===== config.mk =====
export PLATFORM = sky130hd
export DESIGN_NAME = dual_playfield_fetch_window
export DESIGN_NICKNAME = d
export VERILOG_FILES = /design/src/logic/plane_shifter.v /design/src/logic/field_combiner.v /design/src/logic/dual_playfield_fetch_window.v
export VERILOG_INCLUDE_DIRS = /design/src /design/src/logic
export SDC_FILE = /design/constraint.sdc
export NUM_CORES = 2
export LEC_CHECK = 0
export ABC_AREA = 0
export BUFFER_PORTS_ARGS = -buffer_cell sky130_fd_sc_hd__buf_2
export CAP_MARGIN = 20
export CORE_ASPECT_RATIO = 1.5
export CORE_MARGIN = 5
export CORE_UTILIZATION = 64
export DETAILED_ROUTE_END_ITERATION = 8
export PLACE_DENSITY = 0.81
export SLEW_MARGIN = 25
export SYNTH_ARGS = -nofsm -noshare
export SYNTH_HDL_FRONTEND = slang
export SYNTH_SLANG_ARGS = --single-unit

===== constraint.sdc =====
create_clock -name pclk -period 5.5 [get_ports pclk]
set_clock_uncertainty 0.2 [all_clocks]
set_input_delay 0.825 -clock pclk [delete_from_list [all_inputs] [get_ports pclk]]
set_output_delay 0.825 -clock pclk [all_outputs]
set_load 0.01 [all_outputs]

===== src/logic/playfield_regs.vh =====
// register offsets, field positions and reset values of the playfield fetch block
`ifndef PLAYFIELD_REGS_VH
`define PLAYFIELD_REGS_VH

// ----------------------------------------------------------------
// register byte offsets on the apb bus
// ----------------------------------------------------------------
`define OFF_MAIN_CTRL 8'h00
`define OFF_PRIO_CTRL 8'h04
`define OFF_ODD_SKIP 8'h08
`define OFF_EVEN_SKIP 8'h0C
`define OFF_FETCH_START 8'h10
`define OFF_FETCH_STOP 8'h14
`define OFF_WIN_START 8'h18
`define OFF_STATUS 8'h1C
`define OFF_PTR_BASE 8'h20
`define OFF_PTR_LAST 8'h34

// ----------------------------------------------------------------
// field positions
// ----------------------------------------------------------------
`define BIT_HIRES 15
`define BIT_COUNT_HI 14
`define BIT_COUNT_LO 12
`define BIT_TWO_FIELD 10
`define BIT_SECOND_FRONT 6
`define BIT_LEFT_HI 7
`define BIT_LEFT_LO 0
`define BIT_TOP_HI 15
`define BIT_TOP_LO 8
`define BIT_STAT_FETCH 31

// ----------------------------------------------------------------
// reset values
// ----------------------------------------------------------------
`define RST_SKIP 16'h0000
`define RST_FETCH_START 8'h38
`define RST_FETCH_STOP 8'hD0
`define RST_WIN_START 16'h2C81
`define RST_PTR 32'h0000_0000

// ----------------------------------------------------------------
// counts
// ----------------------------------------------------------------
`define NUM_PLANES 6
`define HIRES_PLANE_LIMIT 3'h4
`define WORD_BYTES 32'h0000_0002

`endif


===== src/logic/plane_shifter.v =====
// per-plane 16-bit shift registers that turn fetched words into pixel bits
module plane_shifter #(
    parameter PLANES = 6,
    parameter WIDTH = 16
) (
    input wire pclk,
    input wire presetn,
    input wire load,
    input wire [PLANES*WIDTH-1:0] load_data,
    input wire step,
    output wire [PLANES-1:0] plane_bits
);

    // ----------------------------------------------------------------
    // one shift register per plane
    // ----------------------------------------------------------------
    genvar i;
    generate
        for (i = 0; i < PLANES; i = i + 1) begin : lane
            reg [WIDTH-1:0] shift_q; // pixel bits still to show, msb first
            // a load replaces what is left; the fetcher does not wait for the word to shift out
            always @(posedge pclk or negedge presetn) begin
                if (!presetn) begin
                    shift_q <= {WIDTH{1'b0}};
                end else if (load) begin
                    shift_q <= load_data[i*WIDTH +: WIDTH];
                end else if (step) begin
                    // zero fill so a starved line shows transparent
                    shift_q <= {shift_q[WIDTH-2:0], 1'b0};
                end
            end
            assign plane_bits[i] = shift_q[WIDTH-1];
        end
    endgenerate

endmodule


===== src/logic/field_combiner.v =====
// merges plane bits into one palette index, with dual-field priority
module field_combiner (
    input wire pclk,
    input wire presetn,
    input wire [5:0] plane_bits,
    input wire [2:0] plane_count,
    input wire two_field,
    input wire second_front,
    input wire hires,
    input wire in_window,
    output reg [5:0] pixel_index_q,
    output reg pixel_valid_q
);

    // ----------------------------------------------------------------
    // plane masking
    // ----------------------------------------------------------------
    reg [5:0] used_mask; // planes that carry data this frame
    reg [5:0] bits_m; // plane bits with unused planes forced low
    reg [2:0] odd_idx; // first field colour, planes 1,3,5
    reg [2:0] even_idx; // second field colour, planes 2,4,6
    reg [5:0] index_d;
    integer k;

    // ----------------------------------------------------------------
    // colour selection
    // ----------------------------------------------------------------
    always @* begin
        used_mask = 6'h00;
        for (k = 0; k < 6; k = k + 1) begin
            used_mask[k] = (k < plane_count);
        end
        // hires dual mode keeps only two planes per field
        if (hires && two_field) begin
            used_mask = used_mask & 6'h0F;
        end
        bits_m = plane_bits & used_mask;
        odd_idx = {bits_m[4], bits_m[2], bits_m[0]};
        even_idx = {bits_m[5], bits_m[3], bits_m[1]};
        index_d = 6'h00;
        if (!in_window) begin
            // outside the window only background shows
            index_d = 6'h00;
        end else if (!two_field) begin
            index_d = bits_m;
        end else if (second_front) begin
            // zero index is see-through, so the field behind shows
            if (even_idx != 3'h0) begin
                index_d = {3'h1, even_idx};
            end else if (odd_idx != 3'h0) begin
                index_d = {3'h0, odd_idx};
            end
        end else begin
            if (odd_idx != 3'h0) begin
                index_d = {3'h0, odd_idx};
            end else if (even_idx != 3'h0) begin
                index_d = {3'h1, even_idx};
            end
        end
    end

    // ----------------------------------------------------------------
    // output register
    // ----------------------------------------------------------------
    always @(posedge pclk or negedge presetn) begin
        if (!presetn) begin
            pixel_index_q <= 6'h00;
            pixel_valid_q <= 1'b0;
        end else begin
            pixel_index_q <= index_d;
            pixel_valid_q <= in_window;
        end
    end

endmodule


===== src/logic/dual_playfield_fetch_window.v =====
// playfield fetch engine with apb registers, raster counters and pixel path
`include "playfield_regs.vh"

module dual_playfield_fetch_window #(
    parameter LINE_PIXELS = 454,
    parameter FRAME_LINES = 262
) (
    input wire pclk,
    input wire presetn,
    input wire psel,
    input wire penable,
    input wire pwrite,
    input wire [7:0] paddr,
    input wire [31:0] pwdata,
    output reg [31:0] prdata_q,
    output reg pready_q,
    output reg pslverr_q,
    output reg mem_req_q,
    output reg [31:0] mem_addr_q,
    input wire mem_ack,
    input wire [15:0] mem_rdata,
    output wire [5:0] pixel_index_q,
    output wire pixel_valid_q
);

    // ----------------------------------------------------------------
    // declarations
    // ----------------------------------------------------------------
    localparam NP = `NUM_PLANES;
    localparam [2:0] ST_IDLE = 3'b001; // waiting for fetch start
    localparam [2:0] ST_REQ = 3'b010; // fetching one plane word
    localparam [2:0] ST_SKIP = 3'b100; // adding line modulo

    reg hires_q; // high resolution mode
    reg [2:0] count_q; // planes in use
    reg two_field_q; // dual-playfield mode
    reg second_front_q; // second field shown in front
    reg [15:0] odd_skip_q; // odd plane line modulo
    reg [15:0] even_skip_q; // even plane line modulo
    reg [7:0] fetch_start_q; // fetch start, colour clocks
    reg [7:0] fetch_stop_q; // fetch stop, colour clocks
    reg [15:0] win_start_q; // window left and top corner
    reg sub_q; // half of a lores pixel
    reg [8:0] hpos_q; // lores pixel within line
    reg [8:0] vpos_q; // line within frame
    reg armed_q; // fetch not yet begun on this line
    reg [2:0] state_q;
    reg [2:0] plane_q; // plane being fetched
    reg [6:0] words_left_q; // words per plane still to fetch
    reg [NP*16-1:0] buf_q; // assembled word set
    reg load_q; // word set ready for the shifter
    wire [NP*32-1:0] ptr_flat; // current pointer of every plane
    wire [NP-1:0] plane_bits;
    wire [7:0] fetch_span;
    wire [6:0] lores_words;
    wire [6:0] line_words;
    wire [2:0] eff_count;
    wire setup;
    wire wr_en;
    wire [7:0] win_left;
    wire [7:0] win_top;
    wire in_window;
    wire fetch_go;
    wire step;
    wire [2:0] ptr_sel;
    reg [31:0] rdata_d;
    reg err_d;

    assign setup = psel & ~penable;
    assign wr_en = setup & pwrite;
    assign ptr_sel = paddr[4:2] - 3'h0; // pointer slot from offset 0x20
    assign win_left = win_start_q[`BIT_LEFT_HI:`BIT_LEFT_LO];
    assign win_top = win_start_q[`BIT_TOP_HI:`BIT_TOP_LO];

    // ----------------------------------------------------------------
    // apb register writes
    // ----------------------------------------------------------------
    // writes take effect on the setup edge so pready can be a flop
    always @(posedge pclk or negedge presetn) begin
        if (!presetn) begin
            hires_q <= 1'b0;
            count_q <= 3'h0;
            two_field_q <= 1'b0;
            second_front_q <= 1'b0;
            odd_skip_q <= `RST_SKIP;
            even_skip_q <= `RST_SKIP;
            fetch_start_q <= `RST_FETCH_START;
            fetch_stop_q <= `RST_FETCH_STOP;
            win_start_q <= `RST_WIN_START;
        end else if (wr_en) begin
            case (paddr)
                `OFF_MAIN_CTRL: begin
                    hires_q <= pwdata[`BIT_HIRES];
                    count_q <= pwdata[`BIT_COUNT_HI:`BIT_COUNT_LO];
                    two_field_q <= pwdata[`BIT_TWO_FIELD];
                end
                `OFF_PRIO_CTRL: second_front_q <= pwdata[`BIT_SECOND_FRONT];
                `OFF_ODD_SKIP: odd_skip_q <= pwdata[15:0];
                `OFF_EVEN_SKIP: even_skip_q <= pwdata[15:0];
                `OFF_FETCH_START: fetch_start_q <= pwdata[7:0];
                `OFF_FETCH_STOP: fetch_stop_q <= pwdata[7:0];
                `OFF_WIN_START: win_start_q <= pwdata[15:0];
                default: begin
                    // pointers and read-only words are handled elsewhere
                end
            endcase
        end
    end

    // ----------------------------------------------------------------
    // apb read mux and answer
    // ----------------------------------------------------------------
    always @* begin
        rdata_d = 32'h0000_0000;
        err_d = 1'b0;
        if (paddr >= `OFF_PTR_BASE && paddr <= `OFF_PTR_LAST && paddr[1:0] == 2'h0) begin
            rdata_d = ptr_flat[ptr_sel*32 +: 32];
        end else begin
            case (paddr)
                `OFF_MAIN_CTRL: begin
                    rdata_d[`BIT_HIRES] = hires_q;
                    rdata_d[`BIT_COUNT_HI:`BIT_COUNT_LO] = count_q;
                    rdata_d[`BIT_TWO_FIELD] = two_field_q;
                end
                `OFF_PRIO_CTRL: rdata_d[`BIT_SECOND_FRONT] = second_front_q;
                `OFF_ODD_SKIP: rdata_d[15:0] = odd_skip_q;
                `OFF_EVEN_SKIP: rdata_d[15:0] = even_skip_q;
                `OFF_FETCH_START: rdata_d[7:0] = fetch_start_q;
                `OFF_FETCH_STOP: rdata_d[7:0] = fetch_stop_q;
                `OFF_WIN_START: rdata_d = 32'h0000_0000; // write-only, reads zero
                `OFF_STATUS: begin
                    rdata_d[8:0] = vpos_q;
                    rdata_d[24:16] = hpos_q;
                    rdata_d[`BIT_STAT_FETCH] = ~state_q[0];
                end
                default: err_d = 1'b1; // unmapped offset
            endcase
        end
    end

    // every access is answered in its first access cycle
    always @(posedge pclk or negedge presetn) begin
        if (!presetn) begin
            prdata_q <= 32'h0000_0000;
            pready_q <= 1'b0;
            pslverr_q <= 1'b0;
        end else begin
            pready_q <= setup;
            pslverr_q <= setup & err_d;
            if (setup && !pwrite) begin
                prdata_q <= rdata_d;
            end
        end
    end

    // ----------------------------------------------------------------
    // raster counters
    // ----------------------------------------------------------------
    // hpos counts lores pixels; a hires pixel is one clock, lores is two
    always @(posedge pclk or negedge presetn) begin
        if (!presetn) begin
            sub_q <= 1'b0;
            hpos_q <= 9'h000;
            vpos_q <= 9'h000;
        end else begin
            sub_q <= ~sub_q;
            if (sub_q) begin
                if (hpos_q == LINE_PIXELS - 1) begin
                    hpos_q <= 9'h000;
                    vpos_q <= (vpos_q == FRAME_LINES - 1) ? 9'h000 : vpos_q + 9'h001;
                end else begin
                    hpos_q <= hpos_q + 9'h001;
                end
            end
        end
    end

    // window corner compared in lores, non-interlaced units only
    assign in_window = (hpos_q >= {1'b0, win_left}) &&
                       (vpos_q >= {1'b0, win_top});
    assign step = hires_q | sub_q;

    // ----------------------------------------------------------------
    // fetch sizing
    // ----------------------------------------------------------------
    // eight colour clocks per lores word; hires fetches twice as many
    assign fetch_span = fetch_stop_q - fetch_start_q;
    assign lores_words = {2'b00, fetch_span[7:3]} + 7'h01;
    assign line_words = hires_q ? {lores_words[5:0], 1'b0} : lores_words;
    assign eff_count = (hires_q && two_field_q && count_q > `HIRES_PLANE_LIMIT) ?
                       `HIRES_PLANE_LIMIT : count_q;
    // the same start position opens the fetch for both fields
    assign fetch_go = armed_q && (hpos_q[8:1] == fetch_start_q) &&
                      !hpos_q[0] && sub_q && (eff_count != 3'h0);

    // ----------------------------------------------------------------
    // fetch state machine
    // ----------------------------------------------------------------
    always @(posedge pclk or negedge presetn) begin
        if (!presetn) begin
            state_q <= ST_IDLE;
            plane_q <= 3'h0;
            words_left_q <= 7'h00;
            armed_q <= 1'b0;
            mem_req_q <= 1'b0;
            mem_addr_q <= 32'h0000_0000;
            buf_q <= {NP*16{1'b0}};
            load_q <= 1'b0;
        end else begin
            load_q <= 1'b0;
            if (sub_q && hpos_q == LINE_PIXELS - 1) begin
                armed_q <= 1'b1; // one fetch per line
            end
            case (state_q)
                ST_IDLE: begin
                    if (fetch_go) begin
                        armed_q <= 1'b0;
                        plane_q <= 3'h0;
                        words_left_q <= line_words;
                        mem_req_q <= 1'b1;
                        mem_addr_q <= ptr_flat[31:0];
                        buf_q <= {NP*16{1'b0}};
                        state_q <= ST_REQ;
                    end
                end
                ST_REQ: begin
                    // request holds until memory acknowledges
                    if (mem_ack) begin
                        buf_q[plane_q*16 +: 16] <= mem_rdata;
                        if (plane_q == eff_count - 3'h1) begin
                            load_q <= 1'b1;
                            plane_q <= 3'h0;
                            if (words_left_q == 7'h01) begin
                                mem_req_q <= 1'b0;
                                state_q <= ST_SKIP;
                            end else begin
                                words_left_q <= words_left_q - 7'h01;
                                mem_addr_q <= ptr_flat[31:0] + {30'h0, eff_count == 3'h1, 1'b0};
                            end
                        end else begin
                            plane_q <= plane_q + 3'h1;
                            mem_addr_q <= ptr_flat[(plane_q + 3'h1)*32 +: 32];
                        end
                    end
                end
                ST_SKIP: state_q <= ST_IDLE; // modulo added in this cycle
                default: state_q <= ST_IDLE;
            endcase
        end
    end

    // ----------------------------------------------------------------
    // plane pointers
    // ----------------------------------------------------------------
    // odd planes (index 0,2,4) use the odd modulo; a software write wins
    genvar i;
    generate
        for (i = 0; i < NP; i = i + 1) begin : pointer
            reg [31:0] q;
            wire [15:0] skip = (i % 2 == 0) ? odd_skip_q : even_skip_q;
            always @(posedge pclk or negedge presetn) begin
                if (!presetn) begin
                    q <= `RST_PTR;
                end else if (wr_en && paddr == `OFF_PTR_BASE + 4 * i) begin
                    q <= pwdata;
                end else if (state_q == ST_REQ && mem_ack && plane_q == i) begin
                    q <= q + `WORD_BYTES;
                end else if (state_q == ST_SKIP && i < eff_count) begin
                    // signed modulo lets a still field step back
                    q <= q + {{16{skip[15]}}, skip};
                end
            end
            assign ptr_flat[i*32 +: 32] = q;
        end
    endgenerate

    // ----------------------------------------------------------------
    // pixel path
    // ----------------------------------------------------------------
    plane_shifter #(
        .PLANES(NP),
        .WIDTH(16)
    ) shifter (
        .pclk(pclk),
        .presetn(presetn),
        .load(load_q),
        .load_data(buf_q),
        .step(step),
        .plane_bits(plane_bits)
    );

    field_combiner combiner (
        .pclk(pclk),
        .presetn(presetn),
        .plane_bits(plane_bits),
        .plane_count(eff_count),
        .two_field(two_field_q),
        .second_front(second_front_q),
        .hires(hires_q),
        .in_window(in_window),
        .pixel_index_q(pixel_index_q),
        .pixel_valid_q(pixel_valid_q)
    );

endmodule


==> flow_summary.toml <==
[worst_setup_path]
crit_path_end_kind = "register"
cp_cell_sequence = "inv_1, ha_1, a21o_1, a21oi_1, xnor2_1, ha_1, o21a_1, o211ai_1, a221oi_1, nand4_1, xnor2_1, o21ai_0, a21oi_1, o22a_1"
slowest_delay_ps = 600
cp.arrival_ps = 4630
r2r_cells = 14
rrSetupSlack_ps = 1230
cp-start-kind = "register"
crit_type = "reg2reg"
r2r-end = "words_left_q[4]$_DFFE_PN0P_"
worstPathRequired_ps = 5860
slowest_stage = "o21ai_0"
critical_path.startpoint = "fetch_start_q[1]$_DFFE_PN0P_"
crit_fanout = 6
r2r-start = "fetch_start_q[1]$_DFFE_PN0P_"

[pwr]
power_mw = 18.07
powerDensity_nw_per_um2 = 392.5
p_leak_nw = 19.91
vdd_ir_drop_max_mv = 0.3116

[floorplan]
coreArea_um2 = 65760
die-area_um2 = 71720
die_h_um = 325.5
fp.dieW_um = 220.3
rows = 115
ios = 136
start_util = 0.6459

[timing]
hold_viol = 0
setup_violations = 0
rsz0062_at_grt = "no"
tightest_slew_ps = 1345
fin_tns_setup_ps = 0
final_max_slew_viol_count = 0
finalCritPeriodShare = 0.7758
fmax_ghz = 0.2344
finalCriticalPeriod_ps = 4267
slew-limit-headroom = 0.09394

[global_routing]
use_met3 = 0.1308
grtUsageMet1 = 0.5568
grt_max_degree = 121
grt_pass1_wl_um = 263300
antenna_found_initial = 23
grt-ovfl-total = 0
grtUsageMet2 = 0.7085
grt_pass1_vias = 41280
busiest_layer = "met2"
grt_use_total = 0.4865

[yosys]
netlist_area_um2 = 42470
ys_seq_area_frac = 0.3315
syn_inst = 5127
synth.top_cell.area_share = 0.3241
synth_area_per_cell_um2 = 8.284
yosysWarningCount = 0
synth_enable_flop_cells = 0
synth_cell_type_count = 91
yosysTopAreaCell = "dfrtp_1"
ys.flop_type = "dfrtp_1"
synth_nets = 5429
async_flop_share = 1.000
synth.area.top_cells = "dfrtp_1, ha_1, o21ai_0"
yosys_register_bits = 562

[route]
viasPerCell = 7.330
wl_per_cell_um = 29.84
route.detailed.drc = 15
postRouteAntennaNets = 0
routed_wl_um = 180300
first_iter_violations = 6379
vias = 44300
dr.pass1.iters = 9

[hold_path]
worstHoldStart = "mem_addr_q[18]$_DFFE_PN0P_"
hold_depth = 2
hp-class = "reg2reg"
worstHoldEndpoint = "mem_addr_q[18]$_DFFE_PN0P_"

[cells_and_area]
mostFrequentLayoutCells = "nand2_1, dfrtp_1, o21ai_0"
final_nets = 5398
final_common_cell = "nand2_1"
final_area_um2 = 46050
drive_above_1_share = 0.09529
area_delta_synth_final_pct = 8.420

[clocking]
tritoncts = "yes"
h-tree-depth = 2
cts_setup_buffers = 0
clk_pin_slew_worst_paths_ps = 70
clockBufferDepth = 3
cts.sinks = 562
root_buffer = "clkbuf_16"
cts_inserted_buffers = 56
clock_latency_ps = 680

[flow_run]
cap_viol_max_count = 0

[placed_design]
postPlaceCellArea_um2 = 43870
hpwl_um = 132100
gp_congestion = 1.096
numPortBuffers = 135

[outcome]
failed_checks = "DRC"
status = "finished, violations left"
[metal layers]
metal  up-vias  part of all wire  wire length [µm]
met2      3332              0.42             75970
met1     20920              0.33             59310
met3      1134              0.11             20570
met5         -           0.00035                63
met4        10              0.14             24400
li1      18900                 -                 -
[worst max-delay path: cells and delay by family, from the launching register on]
| family | cells | cell delay [ps] |
|---|---|---|
| adder cells (fa/ha/maj) | 2 | 630 |
| AND/OR/NAND/NOR | 1 | 190 |
| XOR/XNOR | 2 | 510 |
| flip-flops | 1 | 410 |
| buffers and inverters | 1 | 70 |
| AO/OA/AOI/OAI | 8 | 2120 |
[worst max path at each step]
stage / end / slack, ps / cells past startpoint
5_1_grt: pointer[3].q[30]$_DFFE_PN0P_ / 1110 / 12
3_5_place_dp: pointer[2].q[31]$_DFFE_PN0P_ / 1460 / 11
2_1_floorplan: pointer[1].q[25]$_DFFE_PN0P_ / 1640 / 12
4_1_cts: pointer[2].q[31]$_DFFE_PN0P_ / 1440 / 11
3_3_place_gp: pointer[2].q[31]$_DFFE_PN0P_ / 1450 / 11
6_report: words_left_q[4]$_DFFE_PN0P_ / 1230 / 14
[cell type report]
| cell class | count | area, µm² |
|---|---|---|
| Inverter | 107 | 401.6 |
| Tap cell | 877 | 1097 |
| Timing Repair Buffer | 227 | 1478 |
| Clock buffer | 73 | 1575 |
| Sequential cell | 562 | 14090 |
| Fill cell | 5301 | 19710 |
| Antenna cell | 24 | 60.06 |
| Clock inverter | 31 | 439.2 |
| Multi-Input combinational cell | 4142 | 26910 |
[power by group]
group / switching [mW] / internal [mW] / total, mW
registers: 2.18 / 5.03 / 7.21
clock network: 1.89 / 2.38 / 4.27
logic: 3.94 / 2.65 / 6.59
total: 8.02 / 10.1 / 18.1
[per-stage QoR]
stage | hold slack [ps] | cells | util | setup WS, ps
after floorplan | 248.9 | 5127 | - | 1638
after global placement | 262.6 | 5909 | 0.6671 | 1447
after detailed placement | 269.7 | 5909 | 0.6672 | 1460
after CTS | 283.6 | 6014 | 0.6980 | 1438
after global routing | 303.3 | 6020 | 0.6994 | 1109
final | 282.8 | 6043 | 0.7003 | 1233
[state kept, by name, summed over array words and instances (netlist names), 3 cells and up]
register and flops:
buf_q 96, combiner.pixel_index_q 6, count_q 3, even_skip_q 16
fetch_start_q 8, fetch_stop_q 8, hpos_q 9, mem_addr_q 32
odd_skip_q 16, plane_q 3, pointer.q 192, prdata_q 32
shifter.lane.shift_q 96, state_q 3, vpos_q 9, win_start_q 16
words_left_q 7
[Yosys cell counts (all sizes together), types with 11 or more instances]
cell    instances
and4           13
a211oi         58
mux2i         170
xor2           99
o21bai         24
o31a           11
or3            33
a221oi         29
o22ai          86
inv           106
o221ai         19
dfstp          12
nand2         660
o31ai          26
a21o           74
and3           62
or2            14
nand4          64
a22oi          33
ha            234
a41oi          14
nor4           21
mux4           40
a221o          16
a222oi         16
a22o           77
o211ai         46
nor3           84
mux2           60
dfrtp         550
o21a           49
nor2          391
and2           20
buf            40
nand2b         42
a21oi         450
a211o          15
o311ai         16
nor2b          44
o21ai         538
nand3         167
xnor2         139
a31oi          66
clkbuf        276
[timing repair]
action	4_1_cts	5_1_grt
hold buffers	1	0
endpoints found under the hold margin	5	0
resized for setup	0	0
[logic make-up after synthesis]
family	after synthesis	share of synthesized area
flops	562	0.3315
mux	270	0.07719
xor+xnor	238	0.04908
simple gates	1643	0.1750
fa+ha+maj	240	0.07177
buf+inv	423	0.03768
compound gates	1751	0.2578
Power figures use the tool's default switching activity.
